===== config.mk =====
export PLATFORM = sky130hd
export DESIGN_NAME = usb_node_config_regs
export DESIGN_NICKNAME = d
export VERILOG_FILES = /design/src/core/usb_cfg_pkg.sv /design/src/core/link_ctl_if.sv /design/src/core/link_credit_ctl.sv /design/src/core/usb_node_config_regs.sv
export SDC_FILE = /design/constraint.sdc
export NUM_CORES = 1
export LEC_CHECK = 0
export BUFFER_PORTS_ARGS = -buffer_cell sky130_fd_sc_hd__buf_2
export CORE_MARGIN = 2
export CORE_UTILIZATION = 56
export CTS_BUF_LIST = sky130_fd_sc_hd__clkbuf_8 sky130_fd_sc_hd__clkbuf_16
export CTS_CLUSTER_DIAMETER = 30
export DETAILED_ROUTE_END_ITERATION = 8
export HOLD_SLACK_MARGIN = 0.08
export PLACE_DENSITY = 0.83
export SYNTH_ARGS = -nofsm -noshare
export SYNTH_HDL_FRONTEND = slang
export SYNTH_HIERARCHICAL = 1
export SYNTH_SLANG_ARGS = --single-unit

===== constraint.sdc =====
create_clock -name clk -period 2.74 [get_ports clk]
set_input_delay 0.548 -clock clk [delete_from_list [all_inputs] [get_ports clk]]
set_output_delay 0.548 -clock clk [all_outputs]
set_load 0.1 [all_outputs]

===== src/core/usb_cfg_pkg.sv =====
package usb_cfg_pkg;
    // Register numbers on the configuration port
    localparam logic [7:0] OFF_ID       = 8'h00;
    localparam logic [7:0] OFF_NODE_CFG = 8'h04;
    localparam logic [7:0] OFF_NODE_ID  = 8'h05;
    localparam logic [7:0] OFF_SYSCLK   = 8'h51;
    localparam logic [7:0] OFF_LINK     = 8'h80;

    // Identification fields
    localparam int ID_CHIP_LO = 24;
    localparam int ID_REV_LO  = 8;
    localparam int ID_VER_LO  = 0;

    // Node configuration fields
    localparam int LOCK_BIT = 31;
    localparam int HDR_BIT  = 0;

    // Link control and status fields
    localparam int ERR_BIT    = 27;
    localparam int ISSUED_BIT = 26;
    localparam int HELD_BIT   = 25;
    localparam int CRT_BIT    = 24;
    localparam int RXRST_BIT  = 23;
    localparam int SYM_HI     = 21;
    localparam int SYM_LO     = 11;
    localparam int TOK_HI     = 10;
    localparam int TOK_LO     = 0;

    // Values after reset and legal range of the clock field
    localparam logic [6:0]  MHZ_RST = 7'h19;
    localparam logic [6:0]  MHZ_MIN = 7'h05;
    localparam logic [6:0]  MHZ_MAX = 7'h64;
    localparam logic [10:0] GAP_RST = 11'h001;
endpackage


===== src/core/link_ctl_if.sv =====
// Strobes from the register bank to the link end, status flags back
interface link_ctl_if;
    logic crt_req;        // Drop credit and send a credit request token
    logic rx_reset_req;   // Restart token framing in the receiver
    logic rx_error;       // Overflow or bad token seen
    logic credit_issued;  // Remote end has been granted credit
    logic credit_held;    // This end may transmit

    modport regs (output crt_req, output rx_reset_req,
                  input rx_error, input credit_issued, input credit_held);
    modport link (input crt_req, input rx_reset_req,
                  output rx_error, output credit_issued, output credit_held);
endinterface


===== src/core/link_credit_ctl.sv =====
// Credit and error state of the serial link end
module link_credit_ctl (
    input  wire logic   clk,
    input  wire logic   nrst,
    link_ctl_if.link    lk,
    input  wire logic   credit_in,
    input  wire logic   credit_issued_in,
    input  wire logic   rx_error_in,
    output logic        credit_request_token,
    output logic        rx_reset
);
    typedef struct packed {
        logic err;     // Sticky receive error
        logic issued;  // Credit given to the remote end
        logic held;    // Credit we own
        logic tok;     // Credit request token pulse
        logic rst;     // Receiver reset pulse
    } st_t;

    st_t s_r;  // Registered state
    st_t s_nxt;  // Next state

    // Hardware sets always win over a clear in the same cycle
    always_comb begin
        s_nxt = s_r;
        s_nxt.tok = lk.crt_req;
        s_nxt.rst = lk.rx_reset_req;
        // Credit drops on a request, regained when the remote end grants it
        if (lk.crt_req) begin
            s_nxt.held = 1'b0;
        end
        if (credit_in) begin
            s_nxt.held = 1'b1;
        end
        // A receiver reset forgets the error and the credit handed out
        if (lk.rx_reset_req) begin
            s_nxt.err    = 1'b0;
            s_nxt.issued = 1'b0;
        end
        if (credit_issued_in) begin
            s_nxt.issued = 1'b1;
        end
        if (rx_error_in) begin
            s_nxt.err = 1'b1;
        end
    end

    // State register
    always_ff @(posedge clk or negedge nrst) begin
        if (!nrst) begin
            s_r <= '0;
        end else begin
            s_r <= s_nxt;
        end
    end

    assign lk.rx_error      = s_r.err;
    assign lk.credit_issued = s_r.issued;
    assign lk.credit_held   = s_r.held;
    assign credit_request_token = s_r.tok;
    assign rx_reset             = s_r.rst;

    property p_crt_drops;
        @(posedge clk) disable iff (!nrst)
        lk.crt_req && !credit_in |=> !s_r.held && credit_request_token;
    endproperty
    a_crt_drops: assert property (p_crt_drops) else $error("credit kept after request");

    property p_rx_reset;
        @(posedge clk) disable iff (!nrst)
        lk.rx_reset_req |=> rx_reset ##1 (!rx_reset || $past(lk.rx_reset_req));
    endproperty
    a_rx_reset: assert property (p_rx_reset) else $error("receiver reset pulse wrong");

    property p_err_sets;
        @(posedge clk) disable iff (!nrst)
        rx_error_in |=> lk.rx_error;
    endproperty
    a_err_sets: assert property (p_err_sets) else $error("error flag missed");
endmodule


===== src/core/usb_node_config_regs.sv =====
module usb_node_config_regs #(
    parameter logic [7:0] CHIP_ID = 8'h5a,  // Arbitrary value
    parameter logic [7:0] BLK_REV = 8'h13,  // Arbitrary value
    parameter logic [7:0] BLK_VER = 8'h07   // Arbitrary value
) (
    input  wire logic        clk,
    input  wire logic        nrst,
    input  wire logic        cfg_req,
    input  wire logic        cfg_write,
    input  wire logic [7:0]  cfg_addr,
    input  wire logic [31:0] cfg_wdata,
    output logic             cfg_ack,
    output logic             cfg_nack,
    output logic [31:0]      cfg_rdata,
    output logic             header_one_byte,
    output logic [15:0]      node_id,
    output logic [6:0]       sysclk_mhz,
    output logic [10:0]      symbol_gap,
    output logic [10:0]      token_gap,
    input  wire logic        credit_in,
    input  wire logic        credit_issued_in,
    input  wire logic        rx_error_in,
    output logic             credit_request_token,
    output logic             rx_reset
);
    typedef struct packed {
        logic        lock;    // Update lock, sticky
        logic        hdr;     // Header format
        logic [15:0] nid;     // Node identifier
        logic [6:0]  mhz;     // System clock in MHz
        logic [10:0] sym;     // Symbol gap minus one
        logic [10:0] tok;     // Token gap minus one
        logic        ack;     // Answer pulses
        logic        nack;
        logic [31:0] rdata;   // Read data, held until next answer
        logic        crt;     // Credit request strobe
        logic        rxrst;   // Receiver reset strobe
    } regs_t;

    regs_t s_r;  // Registered state
    regs_t s_nxt;  // Next state

    link_ctl_if lk ();  // Link end carrier

    // True for the five numbers that answer
    function automatic logic mapped(input logic [7:0] a);
        return a == usb_cfg_pkg::OFF_ID || a == usb_cfg_pkg::OFF_NODE_CFG ||
               a == usb_cfg_pkg::OFF_NODE_ID || a == usb_cfg_pkg::OFF_SYSCLK ||
               a == usb_cfg_pkg::OFF_LINK;
    endfunction

    // Read word; reserved and write-only bits come back zero
    function automatic logic [31:0] read_word(input logic [7:0] a, input regs_t st,
                                              input logic e, input logic i, input logic h);
        logic [31:0] w;
        w = 32'h0;
        case (a)
            usb_cfg_pkg::OFF_ID: begin
                w[usb_cfg_pkg::ID_CHIP_LO +: 8] = CHIP_ID;
                w[usb_cfg_pkg::ID_REV_LO +: 8]  = BLK_REV;
                w[usb_cfg_pkg::ID_VER_LO +: 8]  = BLK_VER;
            end
            usb_cfg_pkg::OFF_NODE_CFG: begin
                w[usb_cfg_pkg::LOCK_BIT] = st.lock;
                w[usb_cfg_pkg::HDR_BIT]  = st.hdr;
            end
            usb_cfg_pkg::OFF_NODE_ID: w[15:0] = st.nid;
            usb_cfg_pkg::OFF_SYSCLK:  w[6:0]  = st.mhz;
            usb_cfg_pkg::OFF_LINK: begin
                w[usb_cfg_pkg::ERR_BIT]    = e;
                w[usb_cfg_pkg::ISSUED_BIT] = i;
                w[usb_cfg_pkg::HELD_BIT]   = h;
                w[usb_cfg_pkg::SYM_HI:usb_cfg_pkg::SYM_LO] = st.sym;
                w[usb_cfg_pkg::TOK_HI:usb_cfg_pkg::TOK_LO] = st.tok;
            end
            default: w = 32'h0;
        endcase
        return w;
    endfunction

    // One request per cycle; answer in the next cycle
    always_comb begin
        s_nxt       = s_r;
        s_nxt.ack   = 1'b0;
        s_nxt.nack  = 1'b0;
        s_nxt.crt   = 1'b0;
        s_nxt.rxrst = 1'b0;
        if (cfg_req && !cfg_write) begin
            // Unmapped reads return zero with a nack
            s_nxt.rdata = read_word(cfg_addr, s_r, lk.rx_error, lk.credit_issued,
                                    lk.credit_held);
            s_nxt.ack   = mapped(cfg_addr);
            s_nxt.nack  = !mapped(cfg_addr);
        end else if (cfg_req) begin
            s_nxt.rdata = 32'h0;
            s_nxt.ack   = 1'b1;
            case (cfg_addr)
                usb_cfg_pkg::OFF_NODE_CFG: begin
                    if (s_r.lock) begin
                        s_nxt.ack  = 1'b0;
                        s_nxt.nack = 1'b1;
                    end else begin
                        // Writing zero cannot drop the lock, it is only ever set
                        s_nxt.lock = cfg_wdata[usb_cfg_pkg::LOCK_BIT];
                        s_nxt.hdr  = cfg_wdata[usb_cfg_pkg::HDR_BIT];
                    end
                end
                usb_cfg_pkg::OFF_NODE_ID: s_nxt.nid = cfg_wdata[15:0];
                usb_cfg_pkg::OFF_SYSCLK: begin
                    // Upper bits must be clear too, else a large value aliases in range
                    if (cfg_wdata[31:7] == 25'h0 &&
                        cfg_wdata[6:0] >= usb_cfg_pkg::MHZ_MIN &&
                        cfg_wdata[6:0] <= usb_cfg_pkg::MHZ_MAX) begin
                        s_nxt.mhz = cfg_wdata[6:0];
                    end else begin
                        s_nxt.ack  = 1'b0;
                        s_nxt.nack = 1'b1;
                    end
                end
                usb_cfg_pkg::OFF_LINK: begin
                    if (s_r.lock) begin
                        s_nxt.ack  = 1'b0;
                        s_nxt.nack = 1'b1;
                    end else begin
                        s_nxt.sym   = cfg_wdata[usb_cfg_pkg::SYM_HI:usb_cfg_pkg::SYM_LO];
                        s_nxt.tok   = cfg_wdata[usb_cfg_pkg::TOK_HI:usb_cfg_pkg::TOK_LO];
                        s_nxt.crt   = cfg_wdata[usb_cfg_pkg::CRT_BIT];
                        s_nxt.rxrst = cfg_wdata[usb_cfg_pkg::RXRST_BIT];
                    end
                end
                default: begin
                    // Identification and unmapped numbers refuse writes
                    s_nxt.ack  = 1'b0;
                    s_nxt.nack = 1'b1;
                end
            endcase
        end
        // Lock can only be set, never cleared, short of reset
        s_nxt.lock = s_nxt.lock | s_r.lock;
    end

    // State register with documented values after reset
    always_ff @(posedge clk or negedge nrst) begin
        if (!nrst) begin
            s_r       <= '0;
            s_r.mhz   <= usb_cfg_pkg::MHZ_RST;
            s_r.sym   <= usb_cfg_pkg::GAP_RST;
            s_r.tok   <= usb_cfg_pkg::GAP_RST;
        end else begin
            s_r <= s_nxt;
        end
    end

    assign lk.crt_req      = s_r.crt;
    assign lk.rx_reset_req = s_r.rxrst;

    // Credit and error flags live beside the link end
    link_credit_ctl u_credit (
        .clk                  (clk),
        .nrst                 (nrst),
        .lk                   (lk),
        .credit_in            (credit_in),
        .credit_issued_in     (credit_issued_in),
        .rx_error_in          (rx_error_in),
        .credit_request_token (credit_request_token),
        .rx_reset             (rx_reset)
    );

    assign cfg_ack         = s_r.ack;
    assign cfg_nack        = s_r.nack;
    assign cfg_rdata       = s_r.rdata;
    assign header_one_byte = s_r.hdr;
    assign node_id         = s_r.nid;
    assign sysclk_mhz      = s_r.mhz;
    assign symbol_gap      = s_r.sym;
    assign token_gap       = s_r.tok;

    property p_lock_sticky;
        @(posedge clk) disable iff (!nrst)
        s_r.lock |=> s_r.lock;
    endproperty
    a_lock_sticky: assert property (p_lock_sticky) else $error("lock dropped");

    property p_locked_refuse;
        @(posedge clk) disable iff (!nrst)
        s_r.lock && cfg_req && cfg_write &&
        (cfg_addr == usb_cfg_pkg::OFF_LINK || cfg_addr == usb_cfg_pkg::OFF_NODE_CFG)
        |=> cfg_nack && !cfg_ack && $stable(token_gap) && $stable(header_one_byte);
    endproperty
    a_locked_refuse: assert property (p_locked_refuse) else $error("locked write taken");

    property p_hdr_write;
        @(posedge clk) disable iff (!nrst)
        !s_r.lock && cfg_req && cfg_write && cfg_addr == usb_cfg_pkg::OFF_NODE_CFG
        |=> header_one_byte == $past(cfg_wdata[0]) && cfg_ack;
    endproperty
    a_hdr_write: assert property (p_hdr_write) else $error("header mode not stored");

    property p_nid_write;
        @(posedge clk) disable iff (!nrst)
        cfg_req && cfg_write && cfg_addr == usb_cfg_pkg::OFF_NODE_ID
        |=> node_id == $past(cfg_wdata[15:0]);
    endproperty
    a_nid_write: assert property (p_nid_write) else $error("node id not stored");

    property p_mhz_range;
        @(posedge clk) disable iff (!nrst)
        sysclk_mhz >= usb_cfg_pkg::MHZ_MIN && sysclk_mhz <= usb_cfg_pkg::MHZ_MAX;
    endproperty
    a_mhz_range: assert property (p_mhz_range) else $error("clock field out of range");

    property p_mhz_refuse;
        @(posedge clk) disable iff (!nrst)
        cfg_req && cfg_write && cfg_addr == usb_cfg_pkg::OFF_SYSCLK &&
        (cfg_wdata > 32'h64 || cfg_wdata < 32'h5)
        |=> cfg_nack && $stable(sysclk_mhz);
    endproperty
    a_mhz_refuse: assert property (p_mhz_refuse) else $error("bad clock write taken");

    property p_id_read;
        @(posedge clk) disable iff (!nrst)
        cfg_req && !cfg_write && cfg_addr == usb_cfg_pkg::OFF_ID
        |=> cfg_ack && cfg_rdata == {CHIP_ID, 8'h00, BLK_REV, BLK_VER};
    endproperty
    a_id_read: assert property (p_id_read) else $error("identification word wrong");

    property p_gap_write;
        @(posedge clk) disable iff (!nrst)
        !s_r.lock && cfg_req && cfg_write && cfg_addr == usb_cfg_pkg::OFF_LINK
        |=> symbol_gap == $past(cfg_wdata[21:11]) && token_gap == $past(cfg_wdata[10:0]);
    endproperty
    a_gap_write: assert property (p_gap_write) else $error("gap fields not stored");

    property p_credit_bits;
        @(posedge clk) disable iff (!nrst)
        credit_in ##1 (cfg_req && !cfg_write && cfg_addr == usb_cfg_pkg::OFF_LINK
        && !lk.crt_req) |=> cfg_rdata[25];
    endproperty
    a_credit_bits: assert property (p_credit_bits) else $error("credit not reported");
endmodule


==> impl_metrics.py <==
metrics = {
    "status": {
        "run_status": "finished, final reports clean",
    },
    "final_layout": {
        "area_growth_pct": 9.596,
        "area.sequential_um2": 2083,
        "final_core_util": 0.6364,
        "diodes": 0,
        "nNetsFinal": 488,
        "layout_commonest_cell": "buf_2",
        "num-fill-cells": 630,
        "multi_input_area_um2": 1390,
        "drive_above_1_share": 0.4641,
        "final_cell_mix": "buf_2 (123), dfrtp_1 (78), mux2_2 (36), inv_1 (29), o22ai_1 (16)",
    },
    "clock_network": {
        "cts_resized": 0,
        "clkTransAtPathRegs_ns": 0.09,
        "clk_latency_ns": 0.35,
        "cts_buffers": 9,
        "cts_max_path_buffers": 2,
        "cts_max_level": 3,
        "holdBufCountCts": 0,
        "numClockSinks": 83,
        "cts_tree": "built",
        "cts_root_buf": "clkbuf_8",
        "cts_setup_buffers": 0,
    },
    "global_routing": {
        "track_usage": 0.2394,
        "grt_pass1_vias": 3013,
        "grt_first_pass_wirelength_um": 15200,
        "antenna_found_initial": 0,
        "grt_max_degree": 44,
        "grt-ovfl-total": 0,
    },
    "floorplanning": {
        "core_area_um2": 7253,
        "rows": 31,
        "die_h_um": 90.72,
        "dieArea_um2": 8230,
        "start_util": 0.5806,
        "io_pins": 129,
        "die_w_um": 90.72,
    },
    "synth": {
        "yosysSeqAreaShare": 0.4947,
        "syn_inst": 383,
        "synth_cell_types": 43,
        "netlist_area_um2": 4212,
        "yosys_warnings": 6,
        "synth_seq_cells": 83,
        "syn_area_per_cell_um2": 11.00,
    },
    "critical_path": {
        "cp_max_fo": 7,
        "crit_type": "input port to flip-flop",
        "worstSetupStartpointType": "input port",
        "critPathRequiredTime_ns": 2.98,
        "worstPathArrival_ns": 2.44,
        "worst_setup_path_end_kind": "flip-flop",
    },
    "detailed_routing": {
        "first_pass_iters": 4,
        "final_antenna_net_count": 0,
        "viasPerCell": 5.361,
        "wl_um": 9417,
        "drc": 0,
        "vias": 2922,
        "initialDrtViolationCount": 124,
        "wl_per_cell_um": 17.28,
    },
    "timing": {
        "skew_ns": 0.01231,
        "period_share": 0.8008,
        "setup_viol": 0,
        "setup_tns_ns": 0,
        "timing.fmax_mhz": 455.8,
        "hold_viol_final": 0,
        "final_max_slew_viol_count": 0,
        "worst_pin_slew_ns": 0.6362,
        "rsz0062_at_grt": "false",
        "slew-limit-headroom": 0.5730,
        "min_period_ns": 2.194,
    },
    "run": {
        "cap_violations": 0,
    },
    "placement": {
        "gp_congestion": 0.8656,
        "port_buffers": 124,
        "hpwlAfterDp_um": 6810,
    },
    "power_and_ir_drop": {
        "powerDensity_nw_per_um2": 532.9,
        "ir_drop_uv": 299.6,
        "leakage_nw": 2.417,
    },
    "hold_path": {
        "hold_path.class": "input port to asynchronous set/reset pin",
    },
}
[cells in the mapped netlist]
| cell type | count | area (µm²) |
|---|---|---|
| nand3_4 | 1 | 17.52 |
| o21ai_1 | 1 | 5.000 |
| and2_1 | 1 | 6.260 |
| dfstp_2 | 5 | 131.4 |
| and3_1 | 4 | 25.02 |
| a31oi_1 | 1 | 6.260 |
| o22ai_1 | 16 | 100.1 |
| nor3b_4 | 1 | 18.77 |
| o21a_1 | 1 | 7.510 |
| a221oi_1 | 1 | 8.760 |
| o211ai_1 | 1 | 7.510 |
| and3b_1 | 1 | 8.760 |
| and3_4 | 1 | 11.26 |
| nand2_1 | 15 | 56.30 |
| nand4_2 | 1 | 12.51 |
| conb_1 | 1 | 3.750 |
| o41ai_1 | 1 | 8.760 |
| nand2b_1 | 11 | 68.82 |
| nor2b_1 | 1 | 6.260 |
| buf_4 | 77 | 578.1 |
| xnor2_1 | 1 | 8.760 |
| mux2_2 | 36 | 405.4 |
| clkbuf_1 | 5 | 18.77 |
| dfrtp_1 | 78 | 1952 |
| mux2i_1 | 1 | 10.01 |
| buf_1 | 2 | 7.510 |
| a21o_1 | 3 | 22.52 |
| nor2_1 | 14 | 52.55 |
| nand4_1 | 1 | 6.260 |
| buf_2 | 5 | 25.02 |
| nand3_1 | 4 | 20.02 |
| nor4_2 | 2 | 25.02 |
| buf_6 | 1 | 11.26 |
| nand3b_1 | 1 | 7.510 |
| inv_1 | 29 | 108.9 |
| o31ai_1 | 1 | 7.510 |
| a41o_1 | 1 | 10.01 |
| a22oi_1 | 15 | 112.6 |
| mux2_4 | 10 | 150.1 |
| a21oi_1 | 7 | 35.03 |
| nor3_1 | 5 | 25.02 |
| o21ai_0 | 14 | 70.07 |
| nor4_1 | 5 | 31.28 |
[layout make-up]
type / count / area share
clock buffer: 9 / 0.02684
clock inverter: 7 / 0.01626
inverter: 29 / 0.02358
multi-input combinational: 184 / 0.3012
sequential: 83 / 0.4513
tap: 99 / 0.02684
timing repair buffer: 134 / 0.1540
[per-stage QoR]
step	instance area, µm²	std cells	total power [mW]	setup WS [ns]	hold slack, ns
final	4616	545	2.460	0.5459	0.1743
after global routing	4616	545	2.549	0.4122	0.2006
after CTS	4616	545	2.477	0.5465	0.1821
after detailed placement	4417	529	1.594	0.1685	0.3688
after global placement	4417	529	1.588	0.2366	0.3570
after floorplan	4223	386	1.508	0.8368	0.2524
[flip-flops by register name, summed over array words and instances (netlist names)]
signal / cells
lk.rx_reset_req: 1
cfg_rdata: 27
header_one_byte: 1
lk.crt_req: 1
token_gap: 11
cfg_nack: 1
u_credit/rx_reset: 1
node_id: 16
u_credit/lk.credit_issued: 1
symbol_gap: 11
sysclk_mhz: 7
s_r: 1
u_credit/lk.credit_held: 1
u_credit/credit_request_token: 1
cfg_ack: 1
u_credit/lk.rx_error: 1
[power by group]
part,leakage [nW],switching (mW),internal (mW),total [mW]
sequential,1.12,0.0134,1.24,1.26
combinational,1.20,0.245,0.0683,0.313
clock,0.0923,0.465,0.426,0.891
total,2.42,0.724,1.74,2.46
[layer usage]
metal  wire, µm  vias to the layer above  share of wire  global-route usage
li1           -                     1355              -                   -
met1       4076                     1438           0.43              0.3123
met2       4601                      115           0.49              0.3999
met3        597                       14          0.063             0.05092
met4        142                        0          0.015             0.07692
met5          0                        -              0                   0
[cell families after synthesis]
family / count (synthesis) / share of synthesized area
AND/OR/NAND/NOR: 69 / 0.09477
buffers and inverters: 119 / 0.1780
XOR/XNOR: 1 / 0.002080
other: 1 / 0.0008904
flip-flops: 83 / 0.4947
AO/OA/AOI/OAI: 63 / 0.09537
multiplexers: 47 / 0.1343
[critical path, stage by stage]
cell and delay, ns:
buf_2 0.12, nor4_1 0.50, nand4_1 0.27, nor4_2 0.35, nand4_2 0.29, mux2_2 0.36
[worst paths after layout]
| path | from | to | slack [ns] | depth (start not counted) |
|---|---|---|---|---|
| worst max-delay path | cfg_wdata[8] | sysclk_mhz[2] | 0.55 | 6 |
| worst min-delay path | nrst | token_gap[3] | 0.17 | 1 |
| worst max register to register | s_r[82] | symbol_gap[2] | 1.34 | 4 |
| worst min register to register | lk.rx_reset_req | u_credit/rx_reset | 0.39 | 0 |
| max in group asynchronous | nrst | token_gap[0] | 1.89 | 2 |
| min in group clk | rx_error_in | u_credit/lk.rx_error | 0.37 | 2 |
No activity file was read; power rests on OpenSTA's default activity.
